File: config.mk
export PLATFORM = sky130hd
export DESIGN_NAME = line_transmit_fetch_sequencer
export DESIGN_NICKNAME = d
export VERILOG_FILES = /design/src/include/line_tx_pkg.sv /design/src/line_transmit_fetch_sequencer.sv
export SDC_FILE = /design/constraint.sdc
export NUM_CORES = 1
export LEC_CHECK = 0
export BUFFER_PORTS_ARGS = -buffer_cell sky130_fd_sc_hd__buf_2
export CAP_MARGIN = 15
export CORE_MARGIN = 8
export CORE_UTILIZATION = 56
export DETAILED_ROUTE_END_ITERATION = 10
export HOLD_SLACK_MARGIN = 0.03
export PLACE_DENSITY = 0.77
export SLEW_MARGIN = 20
export SYNTH_ARGS = -nofsm -noshare
export SYNTH_HDL_FRONTEND = slang
export SYNTH_SLANG_ARGS = --single-unit
File: constraint.sdc
create_clock -name core_clk_in -period 3.3 [get_ports core_clk_in]
set_clock_uncertainty 0.05 [all_clocks]
set_input_delay 0.825 -clock core_clk_in [delete_from_list [all_inputs] [get_ports core_clk_in]]
set_output_delay 0.825 -clock core_clk_in [all_outputs]
set_load 0.01 [all_outputs]
File: src/include/line_tx_pkg.sv
package line_tx_pkg;

	// ----------------------------------------------------------------
	// widths
	// ----------------------------------------------------------------
	localparam int ADDR_W = 16;
	localparam int DATA_W = 16;
	localparam int REG_AW = 4;
	localparam int MODE_W = 3;
	localparam int EV_W   = 6;
	localparam int CNT_W  = 12;

	// ----------------------------------------------------------------
	// register map
	// ----------------------------------------------------------------
	localparam logic [3:0] REG_PRIN_ADDR   = 4'h0;
	localparam logic [3:0] REG_PRIN_COUNT  = 4'h1;
	localparam logic [3:0] REG_ALT_ADDR    = 4'h2;
	localparam logic [3:0] REG_ALT_COUNT   = 4'h3;
	localparam logic [3:0] REG_CTRL_BASE   = 4'h4;
	localparam logic [3:0] REG_PROTOCOL    = 4'h5;
	localparam logic [3:0] REG_ACCUM_CHECK = 4'h6;
	localparam logic [3:0] REG_MODE        = 4'h7;
	localparam logic [3:0] REG_PROGRESS    = 4'h8;
	localparam logic [3:0] REG_LINE_STATE  = 4'h9;
	localparam logic [3:0] REG_INT_STATUS  = 4'hA;
	localparam logic [3:0] REG_INT_MASK    = 4'hB;
	localparam logic [3:0] REG_TX_CHAR     = 4'hC;

	// ----------------------------------------------------------------
	// field positions
	// ----------------------------------------------------------------
	localparam int LS_GO           = 2;
	localparam int LS_UNDERRUN     = 3;
	localparam int LS_NXM          = 4;
	localparam int LS_MPE          = 5;
	localparam int LS_TABLE        = 7;
	localparam int PROTO_CHK_LO    = 3;
	localparam int PROTO_MSG_TX    = 6;
	localparam int PROTO_DLE_LO    = 8;
	localparam int PROG_SEND_CHECK = 0;
	localparam int CB_SEND_DLE     = 1;
	localparam int CB_SEND_CHECK   = 2;
	localparam int CB_INCLUDE      = 3;
	localparam int CB_MODE_LO      = 5;
	localparam int COUNT_LOW_W     = 15;

	// interrupt event bits
	localparam int EV_PRIN_ZERO = 0;
	localparam int EV_ALT_ZERO  = 1;
	localparam int EV_CHAR_ERR  = 2;
	localparam int EV_CTRL_ERR  = 3;
	localparam int EV_UNDERRUN  = 4;
	localparam int EV_END       = 5;

	// ----------------------------------------------------------------
	// reset values and encodings
	// ----------------------------------------------------------------
	localparam logic [15:0] ZERO16      = 16'h0000;
	localparam logic [2:0]  MODE_PLAIN  = 3'h0;
	localparam logic [1:0]  CHECK_LRC   = 2'h0;
	localparam logic [1:0]  CHECK_CRC16 = 2'h1;
	localparam logic [15:0] POLY_CRC16  = 16'hA001;
	localparam logic [15:0] POLY_CCITT  = 16'h8408;

	// ----------------------------------------------------------------
	// timing
	// ----------------------------------------------------------------
	localparam int CLK_PERIOD_NS  = 10;
	localparam int STROBE_NS      = 300;
	localparam int NXM_TIMEOUT_US = 20;
	localparam int STROBE_CYCLES  =
		(STROBE_NS + CLK_PERIOD_NS - 1) / CLK_PERIOD_NS;
	localparam int NXM_CYCLES     =
		(NXM_TIMEOUT_US * 1000) / CLK_PERIOD_NS;

	// ----------------------------------------------------------------
	// carriers
	// ----------------------------------------------------------------
	typedef struct packed {
		logic              wr;
		logic              rd;
		logic [REG_AW-1:0] addr;
		logic [DATA_W-1:0] wdata;
	} reg_req_t;

	typedef struct packed {
		logic              valid;
		logic [ADDR_W-1:0] addr;
	} mem_req_t;

	typedef struct packed {
		logic       ack;
		logic       parity_err;
		logic [7:0] data;
	} mem_rsp_t;

	typedef struct packed {
		logic       strobe;
		logic [7:0] char_val;
	} tx_load_t;

endpackage : line_tx_pkg

File: src/line_transmit_fetch_sequencer.sv
// Functional notes
// on entry fetch selected count; zero low 15 bits switches table or ends
// go set with no count loaded never sends a character
// non-zero count: current address drives a memory read into read data
// message-protocol bit 06 with mode 000 skips control byte fetch
// control byte fetched only after an error-free character fetch
// control address is base plus mode in 08-10 over character in 00-07
// character copy kept in write data for sending and check accumulation
// error-free control byte bits 05-07 become mode bits 00-02
// command bits tested 01, 02, 03; bit 01 sends DLE first
// control bit 02 sets progress bit 00 to send check next
// control bit 03 folds character into accumulated check register 0110
// after decode, data-not-available sets underrun, line state bit 03
// synchronous transmitter flags data-not-available when starved
// asynchronous transmitter never flags data-not-available
// saved character loaded with a 300 ns transmitter strobe
// line state bit 07 picks table; count and address incremented
// incremented count zero switches table or ends transmission
// memory fetch waits a fixed 20 us before non-existent memory error
// software loads counts that count upward to zero
//
// Local design decisions: the strobed register port and the address map.
module line_transmit_fetch_sequencer (
	// clock and reset
	input  wire logic                 core_clk_in,
	input  wire logic                 rst_n_in,
	// register port
	input  wire line_tx_pkg::reg_req_t reg_req_in,
	output logic [15:0]               reg_rdata_out,
	// service request from the line scanner
	input  wire logic                 service_req_in,
	// bus-master memory read
	output line_tx_pkg::mem_req_t     mem_req_out,
	input  wire line_tx_pkg::mem_rsp_t mem_rsp_in,
	// line transmitter
	input  wire logic                 data_not_available_in,
	input  wire logic                 async_line_in,
	output line_tx_pkg::tx_load_t     tx_load_out,
	// status
	output logic                      busy_out,
	output logic                      irq_out
);

	// ----------------------------------------------------------------
	// types and functions
	// ----------------------------------------------------------------
	typedef enum logic [3:0] {
		S_IDLE, S_ENTRY, S_CHAR_REQ, S_CTRL_REQ, S_DECODE,
		S_DLE_STROBE, S_ACCUM, S_DNA, S_STROBE, S_ADVANCE
	} seq_state_t;

	// true when the low count bits are exhausted
	function automatic logic count_empty(input logic [15:0] c);
		count_empty = (c[line_tx_pkg::COUNT_LOW_W-1:0] == 15'h0000);
	endfunction : count_empty

	// one byte through a reflected crc
	function automatic logic [15:0] crc_byte(input logic [15:0] acc,
		input logic [7:0] ch, input logic [15:0] poly);
		logic [15:0] r;
		r = acc ^ {8'h00, ch};
		for (int i = 0; i < 8; i++) begin
			r = r[0] ? ((r >> 1) ^ poly) : (r >> 1);
		end
		crc_byte = r;
	endfunction : crc_byte

	// check network selected by the protocol control bits
	function automatic logic [15:0] check_combine(input logic [15:0] acc,
		input logic [7:0] ch, input logic [1:0] ctl);
		case (ctl)
			line_tx_pkg::CHECK_LRC:
				check_combine = {8'h00, acc[7:0] ^ ch};
			line_tx_pkg::CHECK_CRC16:
				check_combine = crc_byte(acc, ch, line_tx_pkg::POLY_CRC16);
			default:
				check_combine = crc_byte(acc, ch, line_tx_pkg::POLY_CCITT);
		endcase
	endfunction : check_combine

	// ----------------------------------------------------------------
	// storage
	// ----------------------------------------------------------------
	seq_state_t  state_ff;
	seq_state_t  nxt_state;
	logic [15:0] prin_addr_ff;
	logic [15:0] prin_count_ff;
	logic [15:0] alt_addr_ff;
	logic [15:0] alt_count_ff;
	logic [15:0] ctrl_base_ff;
	logic [15:0] protocol_ff;
	logic [15:0] accum_check_ff;
	logic [2:0]  mode_ff;
	logic        send_check_next_ff;
	logic [7:0]  line_state_ff;
	logic [5:0]  int_status_ff;
	logic [5:0]  int_mask_ff;
	logic [7:0]  memory_read_data_reg_ff;
	logic [7:0]  memory_write_data_reg_ff;
	logic [7:0]  ctrl_byte_ff;
	logic [15:0] mem_addr_ff;
	logic [11:0] cnt_ff;
	logic [7:0]  tx_char_ff;
	logic        tx_strobe_ff;
	logic [15:0] rdata_ff;

	// ----------------------------------------------------------------
	// decode of the sequencer condition
	// ----------------------------------------------------------------
	logic        sel_alt;
	logic [15:0] sel_count;
	logic [15:0] other_count;
	logic [15:0] sel_addr;
	logic [15:0] inc_count;
	logic        wr_hit;
	logic        mem_done;
	logic        mem_timeout;
	logic        skip_ctrl;
	logic [15:0] ctrl_addr;
	logic [5:0]  ev;

	assign sel_alt     = line_state_ff[line_tx_pkg::LS_TABLE];
	assign sel_count   = sel_alt ? alt_count_ff : prin_count_ff;
	assign other_count = sel_alt ? prin_count_ff : alt_count_ff;
	assign sel_addr    = sel_alt ? alt_addr_ff : prin_addr_ff;
	assign inc_count   = sel_count + 16'h0001;
	assign wr_hit      = reg_req_in.wr;
	assign mem_done    = mem_rsp_in.ack;
	assign mem_timeout = (cnt_ff ==
		12'(line_tx_pkg::NXM_CYCLES - 1));
	assign skip_ctrl   = protocol_ff[line_tx_pkg::PROTO_MSG_TX]
		&& (mode_ff == line_tx_pkg::MODE_PLAIN);
	assign ctrl_addr   = ctrl_base_ff
		+ {5'h00, mode_ff, memory_read_data_reg_ff};

	// ----------------------------------------------------------------
	// sequencer state machine
	// ----------------------------------------------------------------
	always_comb begin
		nxt_state = state_ff;
		case (state_ff)
			S_IDLE: begin
				if (service_req_in && line_state_ff[line_tx_pkg::LS_GO]) begin
					nxt_state = S_ENTRY;
				end
			end
			S_ENTRY: begin
				// empty count never reaches a fetch
				if (count_empty(sel_count)) begin
					nxt_state = count_empty(other_count) ? S_IDLE : S_ENTRY;
				end else begin
					nxt_state = S_CHAR_REQ;
				end
			end
			S_CHAR_REQ: begin
				if (mem_done) begin
					if (mem_rsp_in.parity_err) begin
						nxt_state = S_IDLE;
					end else if (skip_ctrl) begin
						nxt_state = S_ACCUM;
					end else begin
						nxt_state = S_CTRL_REQ;
					end
				end else if (mem_timeout) begin
					nxt_state = S_IDLE;
				end
			end
			S_CTRL_REQ: begin
				if (mem_done) begin
					nxt_state = mem_rsp_in.parity_err ? S_IDLE : S_DECODE;
				end else if (mem_timeout) begin
					nxt_state = S_IDLE;
				end
			end
			S_DECODE: begin
				// commands taken in order 01, 02, 03
				if (ctrl_byte_ff[line_tx_pkg::CB_SEND_DLE]) begin
					nxt_state = S_DLE_STROBE;
				end else if (ctrl_byte_ff[line_tx_pkg::CB_INCLUDE]) begin
					nxt_state = S_ACCUM;
				end else begin
					nxt_state = S_DNA;
				end
			end
			S_DLE_STROBE: begin
				if (cnt_ff == 12'(line_tx_pkg::STROBE_CYCLES - 1)) begin
					nxt_state = ctrl_byte_ff[line_tx_pkg::CB_INCLUDE]
						? S_ACCUM : S_DNA;
				end
			end
			S_ACCUM: nxt_state = S_DNA;
			S_DNA: nxt_state = S_STROBE;
			S_STROBE: begin
				if (cnt_ff == 12'(line_tx_pkg::STROBE_CYCLES - 1)) begin
					nxt_state = S_ADVANCE;
				end
			end
			S_ADVANCE: nxt_state = S_IDLE;
			default: nxt_state = S_IDLE;
		endcase
	end

	// state register
	always_ff @(posedge core_clk_in or negedge rst_n_in) begin
		if (!rst_n_in) begin
			state_ff <= S_IDLE;
		end else begin
			state_ff <= nxt_state;
		end
	end

	// shared wait and strobe counter, cleared on every state change
	always_ff @(posedge core_clk_in or negedge rst_n_in) begin
		if (!rst_n_in) begin
			cnt_ff <= 12'h000;
		end else if (nxt_state != state_ff) begin
			cnt_ff <= 12'h000;
		end else if (state_ff != S_IDLE) begin
			cnt_ff <= cnt_ff + 12'h001;
		end
	end

	// ----------------------------------------------------------------
	// memory fetch
	// ----------------------------------------------------------------
	// address, read data and the saved character copy
	always_ff @(posedge core_clk_in or negedge rst_n_in) begin
		if (!rst_n_in) begin
			mem_addr_ff              <= 16'h0000;
			memory_read_data_reg_ff  <= 8'h00;
			memory_write_data_reg_ff <= 8'h00;
			ctrl_byte_ff             <= 8'h00;
		end else begin
			if (state_ff == S_ENTRY) begin
				mem_addr_ff <= sel_addr;
			end
			if (state_ff == S_CHAR_REQ && mem_done) begin
				memory_read_data_reg_ff  <= mem_rsp_in.data;
				memory_write_data_reg_ff <= mem_rsp_in.data;
				mem_addr_ff <= ctrl_base_ff
					+ {5'h00, mode_ff, mem_rsp_in.data};
			end
			if (state_ff == S_CTRL_REQ && mem_done) begin
				ctrl_byte_ff <= mem_rsp_in.data;
			end
		end
	end

	assign mem_req_out.valid = (state_ff == S_CHAR_REQ)
		|| (state_ff == S_CTRL_REQ);
	assign mem_req_out.addr  = mem_addr_ff;

	// ----------------------------------------------------------------
	// transmitter load
	// ----------------------------------------------------------------
	always_ff @(posedge core_clk_in or negedge rst_n_in) begin
		if (!rst_n_in) begin
			tx_char_ff   <= 8'h00;
			tx_strobe_ff <= 1'b0;
		end else begin
			if (state_ff == S_DECODE
				&& ctrl_byte_ff[line_tx_pkg::CB_SEND_DLE]) begin
				tx_char_ff <= protocol_ff[line_tx_pkg::PROTO_DLE_LO +: 8];
			end else if (state_ff == S_DNA) begin
				tx_char_ff <= memory_write_data_reg_ff;
			end
			tx_strobe_ff <= (nxt_state == S_STROBE)
				|| (nxt_state == S_DLE_STROBE);
		end
	end

	assign tx_load_out.strobe   = tx_strobe_ff;
	assign tx_load_out.char_val = tx_char_ff;
	assign busy_out             = (state_ff != S_IDLE);

	// ----------------------------------------------------------------
	// software registers and hardware updates
	// ----------------------------------------------------------------
	// counts and addresses: hardware advance wins over a write
	always_ff @(posedge core_clk_in or negedge rst_n_in) begin
		if (!rst_n_in) begin
			prin_addr_ff  <= line_tx_pkg::ZERO16;
			prin_count_ff <= line_tx_pkg::ZERO16;
			alt_addr_ff   <= line_tx_pkg::ZERO16;
			alt_count_ff  <= line_tx_pkg::ZERO16;
		end else if (state_ff == S_ADVANCE) begin
			if (sel_alt) begin
				alt_count_ff <= inc_count;
				alt_addr_ff  <= alt_addr_ff + 16'h0001;
			end else begin
				prin_count_ff <= inc_count;
				prin_addr_ff  <= prin_addr_ff + 16'h0001;
			end
		end else if (wr_hit) begin
			case (reg_req_in.addr)
				line_tx_pkg::REG_PRIN_ADDR:  prin_addr_ff  <= reg_req_in.wdata;
				line_tx_pkg::REG_PRIN_COUNT: prin_count_ff <= reg_req_in.wdata;
				line_tx_pkg::REG_ALT_ADDR:   alt_addr_ff   <= reg_req_in.wdata;
				line_tx_pkg::REG_ALT_COUNT:  alt_count_ff  <= reg_req_in.wdata;
				default: ;
			endcase
		end
	end

	// control table base and protocol parameters
	always_ff @(posedge core_clk_in or negedge rst_n_in) begin
		if (!rst_n_in) begin
			ctrl_base_ff <= line_tx_pkg::ZERO16;
			protocol_ff  <= line_tx_pkg::ZERO16;
		end else if (wr_hit) begin
			if (reg_req_in.addr == line_tx_pkg::REG_CTRL_BASE) begin
				ctrl_base_ff <= reg_req_in.wdata;
			end
			if (reg_req_in.addr == line_tx_pkg::REG_PROTOCOL) begin
				protocol_ff <= reg_req_in.wdata;
			end
		end
	end

	// accumulated check: fold wins over a write
	always_ff @(posedge core_clk_in or negedge rst_n_in) begin
		if (!rst_n_in) begin
			accum_check_ff <= line_tx_pkg::ZERO16;
		end else if (state_ff == S_ACCUM) begin
			accum_check_ff <= check_combine(accum_check_ff,
				memory_write_data_reg_ff,
				protocol_ff[line_tx_pkg::PROTO_CHK_LO +: 2]);
		end else if (wr_hit
			&& reg_req_in.addr == line_tx_pkg::REG_ACCUM_CHECK) begin
			accum_check_ff <= reg_req_in.wdata;
		end
	end

	// mode bits and send-check-next progress bit
	always_ff @(posedge core_clk_in or negedge rst_n_in) begin
		if (!rst_n_in) begin
			mode_ff            <= line_tx_pkg::MODE_PLAIN;
			send_check_next_ff <= 1'b0;
		end else begin
			if (state_ff == S_CTRL_REQ && mem_done
				&& !mem_rsp_in.parity_err) begin
				mode_ff <= mem_rsp_in.data[line_tx_pkg::CB_MODE_LO +: 3];
			end else if (wr_hit
				&& reg_req_in.addr == line_tx_pkg::REG_MODE) begin
				mode_ff <= reg_req_in.wdata[2:0];
			end
			if (state_ff == S_DECODE
				&& ctrl_byte_ff[line_tx_pkg::CB_SEND_CHECK]) begin
				send_check_next_ff <= 1'b1;
			end else if (wr_hit
				&& reg_req_in.addr == line_tx_pkg::REG_PROGRESS) begin
				send_check_next_ff <=
					reg_req_in.wdata[line_tx_pkg::PROG_SEND_CHECK];
			end
		end
	end

	// line state: hardware sets and clears win over a write
	always_ff @(posedge core_clk_in or negedge rst_n_in) begin
		if (!rst_n_in) begin
			line_state_ff <= 8'h00;
		end else begin
			logic [7:0] ls;
			ls = line_state_ff;
			if (wr_hit && reg_req_in.addr == line_tx_pkg::REG_LINE_STATE) begin
				ls = reg_req_in.wdata[7:0];
			end
			// zero count on entry or after advance: switch or stop
			if ((state_ff == S_ENTRY && count_empty(sel_count))
				|| (state_ff == S_ADVANCE && count_empty(inc_count))) begin
				if (count_empty(other_count)) begin
					ls[line_tx_pkg::LS_GO] = 1'b0;
				end else begin
					ls[line_tx_pkg::LS_TABLE] = !sel_alt;
				end
			end
			if (state_ff == S_CTRL_REQ && mem_done
				&& mem_rsp_in.parity_err) begin
				ls[line_tx_pkg::LS_MPE] = 1'b1;
			end
			if (state_ff == S_CTRL_REQ && !mem_done && mem_timeout) begin
				ls[line_tx_pkg::LS_NXM] = 1'b1;
			end
			// an asynchronous line never reports starvation
			if (state_ff == S_DNA && data_not_available_in
				&& !async_line_in) begin
				ls[line_tx_pkg::LS_UNDERRUN] = 1'b1;
			end
			line_state_ff <= ls;
		end
	end

	// ----------------------------------------------------------------
	// interrupts
	// ----------------------------------------------------------------
	always_comb begin
		ev = 6'h00;
		ev[line_tx_pkg::EV_PRIN_ZERO] = ((state_ff == S_ENTRY
			&& count_empty(sel_count)) || (state_ff == S_ADVANCE
			&& count_empty(inc_count))) && !sel_alt;
		ev[line_tx_pkg::EV_ALT_ZERO]  = ((state_ff == S_ENTRY
			&& count_empty(sel_count)) || (state_ff == S_ADVANCE
			&& count_empty(inc_count))) && sel_alt;
		ev[line_tx_pkg::EV_CHAR_ERR]  = (state_ff == S_CHAR_REQ)
			&& ((mem_done && mem_rsp_in.parity_err)
			|| (!mem_done && mem_timeout));
		ev[line_tx_pkg::EV_CTRL_ERR]  = (state_ff == S_CTRL_REQ)
			&& ((mem_done && mem_rsp_in.parity_err)
			|| (!mem_done && mem_timeout));
		ev[line_tx_pkg::EV_UNDERRUN]  = (state_ff == S_DNA)
			&& data_not_available_in && !async_line_in;
		ev[line_tx_pkg::EV_END]       = line_state_ff[line_tx_pkg::LS_GO]
			&& ((state_ff == S_ENTRY && count_empty(sel_count))
			|| (state_ff == S_ADVANCE && count_empty(inc_count)))
			&& count_empty(other_count);
	end

	// sticky status, write one to clear, set wins; mask register
	always_ff @(posedge core_clk_in or negedge rst_n_in) begin
		if (!rst_n_in) begin
			int_status_ff <= 6'h00;
			int_mask_ff   <= 6'h00;
		end else begin
			if (wr_hit && reg_req_in.addr == line_tx_pkg::REG_INT_STATUS) begin
				int_status_ff <= (int_status_ff & ~reg_req_in.wdata[5:0]) | ev;
			end else begin
				int_status_ff <= int_status_ff | ev;
			end
			if (wr_hit && reg_req_in.addr == line_tx_pkg::REG_INT_MASK) begin
				int_mask_ff <= reg_req_in.wdata[5:0];
			end
		end
	end

	assign irq_out = |(int_status_ff & int_mask_ff);

	// ----------------------------------------------------------------
	// read port, data one cycle after the strobe
	// ----------------------------------------------------------------
	always_ff @(posedge core_clk_in or negedge rst_n_in) begin
		if (!rst_n_in) begin
			rdata_ff <= 16'h0000;
		end else if (reg_req_in.rd) begin
			case (reg_req_in.addr)
				line_tx_pkg::REG_PRIN_ADDR:   rdata_ff <= prin_addr_ff;
				line_tx_pkg::REG_PRIN_COUNT:  rdata_ff <= prin_count_ff;
				line_tx_pkg::REG_ALT_ADDR:    rdata_ff <= alt_addr_ff;
				line_tx_pkg::REG_ALT_COUNT:   rdata_ff <= alt_count_ff;
				line_tx_pkg::REG_CTRL_BASE:   rdata_ff <= ctrl_base_ff;
				line_tx_pkg::REG_PROTOCOL:    rdata_ff <= protocol_ff;
				line_tx_pkg::REG_ACCUM_CHECK: rdata_ff <= accum_check_ff;
				line_tx_pkg::REG_MODE:        rdata_ff <= {13'h0000, mode_ff};
				line_tx_pkg::REG_PROGRESS:
					rdata_ff <= {15'h0000, send_check_next_ff};
				line_tx_pkg::REG_LINE_STATE:  rdata_ff <= {8'h00, line_state_ff};
				line_tx_pkg::REG_INT_STATUS:  rdata_ff <= {10'h000, int_status_ff};
				line_tx_pkg::REG_INT_MASK:    rdata_ff <= {10'h000, int_mask_ff};
				line_tx_pkg::REG_TX_CHAR:     rdata_ff <= {8'h00, tx_char_ff};
				default:                      rdata_ff <= 16'h0000;
			endcase
		end else begin
			rdata_ff <= 16'h0000;
		end
	end

	assign reg_rdata_out = rdata_ff;

endmodule : line_transmit_fetch_sequencer

==> results.txt <==
----------------------------------------------------
[Outcome]
  Outcome ... finished clean

[Global routing]
  Antenna violations before repair ... 0
  Overall track demand over capacity in global routing ... 30.04%
  Pin count of the biggest net entering global routing ... 64
  Global-route wire length before repair ... 63,060 um
  Grt ovf ... 0
  Via count of the first global-routing pass ... 10,860

[Cells and area]
  Post-route cell area ... 13,910 um2
  Layout overhead on the synthesized area ... 12.62%
  Share of post-route cells with drive strength above 1 ... 19.87%
  Post-route insts no fill ... 1,689
  Commonest cells after routing, fill and taps aside ... 203 x dfrtp_1, 169 x nand2_1, 95 x a21oi_1
  Most common cell after layout, fill and taps aside ... dfrtp_1
  Net count reported at finish ... 1,450
  Filler cell count ... 1,776
  Diode count ... 0

[Critical path]
  Number of buffer and inverter stages on the critical path ... 1
  Maximum single-stage delay on the critical path ... 620 ps
  Data arrival time of the critical path ... 3460 ps
  Endpoint type of the worst setup path ... flip-flop
  Data required, critical path ... 3700 ps
  Crit Path Class ... reg2reg
  Ordered cell list for the critical path ... mux2_2 -> inv_1 -> ha_1 -> nand4_1 -> nor4_2 -> a21oi_1 -> o21a_1 -> or3_1 -> a211oi_1
  Largest fanout of any net on the critical path ... 19
  Startpoint class of the critical path ... flip-flop
  Largest delay contributor family on the critical path ... simple AND/OR/NAND/NOR gates
  Slowest CP cell ... dfrtp_2

[Routing]
  Via count ... 11,510
  Average wire length per cell after detail routing ... 24.36 um
  Number of detailed-routing iterations run before antenna repair ... 6
  Post-route ant nets ... 0
  Vias per cell ... 6.813
  DR DRC count ... 0
  Overall routed net length ... 41,140 um
  Violation count after the first detailed-route iteration ... 1,586

[Floorplan]
  Width of the chip ... 164.5 um
  Row Count ... 54
  I/O pin cnt ... 81
  Starting utilization of the core area ... 56.77%
  Overall die area ... 27,060 um2
  Standard cell core area ... 21,760 um2
  Die H ... 164.5 um

[Yosys]
  Most used DFF post-synth ... dfrtp_1
  Portion of the post-synthesis area used by sequential elements ... 41.33%
  Yosys reg bits ... 204
  Synthesized net count ... 1,374
  Number of enable-type register cells in the synthesized netlist ... 0
  Gate count of the mapped netlist ... 1,319
  Synthesis Warnings ... 0
  Number of library cell types mapped by synthesis ... 77
  Cell area after technology mapping ... 12,350 um2
  Mean instance size in the synthesized netlist ... 9.364 um2
  Share of synthesized registers carrying an async set or reset ... 100.0%

[Clock tree]
  Count of clock tree sinks ... 204
  Setup repair bufs after CTS ... 0
  Clock tree from TritonCTS ... built
  Clock latency on the worst-skew pair ... 540 ps
  Master cell of the clock root buffer ... clkbuf_16
  H-tree levels ... 1
  Cts bufs inserted ... 24
  Cts hold-fix bufs ... 0
  Clock transition at path regs ... 60 ps
  Maximum buffer depth of the clock tree ... 3
  Total of cells resized after clock tree synthesis ... 0

[STA]
  Shortest period the worst path allows ... 3057 ps
  Unrepaired setup endpoints after global routing ... false
  Final setup violating endpoints ... 0
  Post-route fraction of the period consumed by the critical path ... 92.64%
  Slack of the critical path ... 242.8 ps
  Highest achievable clock rate ... 327.1 MHz
  Worst rel slew slack ... 44.55%
  Transition at the pin with the smallest max-transition slack ... 831.8 ps
  Number of max-slew violations in the final report ... 0
  Aggregate negative setup slack ... 0 ps
  Final Hold Fails ... 0

[Placed design]
  Number of buffer cells added on primary ports ... 80
  Placer congestion estimate ... 0.9772
  Standard cell area after detailed placement ... 13,170 um2
  Number of placed instances, taps included ... 1,649
  Pre-CTS WS ... 156.8 ps
  DP Wirelength ... 30,000 um

[Min path]
  Hold WC Path Type ... in2async

[Power and ir drop]
  Pwr per Cell Area ... 901.4 nW/um2
  Max IR drop VDD ... 0.6146 mV
  Lkg Pwr ... 5.953 nW
  Sum of internal, switching and leakage power ... 0.01254 W

[Run]
  Max-capacitance violation count ... 0

----------------------------------------------------
[path summary, 6_finish.rpt]
path,slack [ps],end,startpoint,cells past startpoint
setup reg to reg,240,cnt_ff[1]$_DFFE_PN0P_,line_state_ff[7]$_DFF_PN0_,9
min in group core_clk_in,460,protocol_ff[0]$_DFFE_PN0P_,protocol_ff[0]$_DFFE_PN0P_,1
hold reg to reg,460,protocol_ff[0]$_DFFE_PN0P_,protocol_ff[0]$_DFFE_PN0P_,1
hold / removal,210,accum_check_ff[9]$_DFFE_PN0P_,rst_n_in,1
max in group asynchronous,2100,reg_rdata_out[13]$_DFF_PN0_,rst_n_in,2
setup / recovery,240,cnt_ff[1]$_DFFE_PN0P_,line_state_ff[7]$_DFF_PN0_,9
[cells in the mapped netlist (all sizes together), types with 3 or more instances]
cell | instances | area share (%)
a211o | 4 | 0.28
a211oi | 23 | 1.5
a21o | 6 | 0.36
a21oi | 95 | 3.8
a221oi | 4 | 0.28
a222oi | 13 | 1.1
a22o | 12 | 0.85
a22oi | 40 | 2.5
a311oi | 3 | 0.21
a31o | 3 | 0.21
a31oi | 26 | 1.3
a32oi | 4 | 0.28
and2 | 7 | 0.35
and3 | 24 | 1.2
buf | 17 | 0.83
clkbuf | 63 | 2.0
dfrtp | 204 | 41
ha | 17 | 1.7
inv | 20 | 0.61
mux2 | 84 | 7.7
mux2i | 45 | 3.7
nand2 | 169 | 5.1
nand2b | 5 | 0.25
nand3 | 42 | 1.7
nand3b | 4 | 0.24
nand4 | 17 | 0.86
nand4b | 4 | 0.28
nor2 | 79 | 2.4
nor2b | 9 | 0.46
nor3 | 19 | 0.77
nor4 | 10 | 0.56
nor4b | 3 | 0.26
o211ai | 19 | 1.2
o21a | 4 | 0.24
o21ai | 98 | 4.0
o22ai | 10 | 0.51
o31a | 3 | 0.21
o31ai | 6 | 0.36
or3 | 4 | 0.20
xnor2 | 44 | 3.7
xor2 | 32 | 2.5
[flip-flops by register name, indices dropped and copies added (netlist names), 16 cells and up]
register        count
accum_check_ff     16
alt_addr_ff        16
alt_count_ff       16
ctrl_base_ff       16
mem_addr_ff        16
prin_addr_ff       16
prin_count_ff      16
protocol_ff        16
reg_rdata_out      16
[worst reg2reg max path: cells and delay by family, from the launching register on]
family / cells / cell delay (ps)
compound gates: 3 / 580
fa+ha+maj: 1 / 130
buf+inv: 1 / 60
flops: 1 / 620
mux: 1 / 410
simple gates: 3 / 1110
[cell families (layout without fill, tap and decap cells)]
family	count (synthesis)	after routing	share of synthesized area [%]
adder cells (fa/ha/maj)	18	18	1.884
flip-flops	204	204	41.33
XOR/XNOR	78	78	6.595
AO/OA/AOI/OAI	383	383	19.85
buffers and inverters	101	191	3.546
AND/OR/NAND/NOR	406	406	15.43
multiplexers	129	129	11.37
[per-layer routing]
layer	vias to the layer above	wire length [um]	track usage [%]
met5	-	0	0
met4	0	2657	17.85
met3	191	4626	4.960
met2	799	17430	44.07
met1	5504	16420	41.30
li1	5013	-	-
[area by class of cell]
| type | instances | area [um2] | share of cell area (%) |
|---|---|---|---|
| repair buffers | 131 | 817.0 | 5.874 |
| inverters | 20 | 75.07 | 0.5397 |
| well taps | 280 | 350.3 | 2.519 |
| multi-input cells | 1014 | 6824 | 49.06 |
| clock inverters | 9 | 60.06 | 0.4318 |
| clock buffers | 31 | 676.9 | 4.866 |
| flip-flops and latches | 204 | 5106 | 36.71 |
[power breakdown]
part	switching, W	internal [W]
clock	0.00106	0.00144
combinational	0.00294	0.00255
sequential	0.00128	0.00327
[metrics by stage]
step	util [%]	hold WS, ps
floorplan	-	413.1
global placement	60.55	437.9
detailed placement	60.55	444.1
CTS	63.93	237.7
global route	63.93	272.1
finish	63.93	210.5
Note: power is estimated with default switching activity, not from simulation.
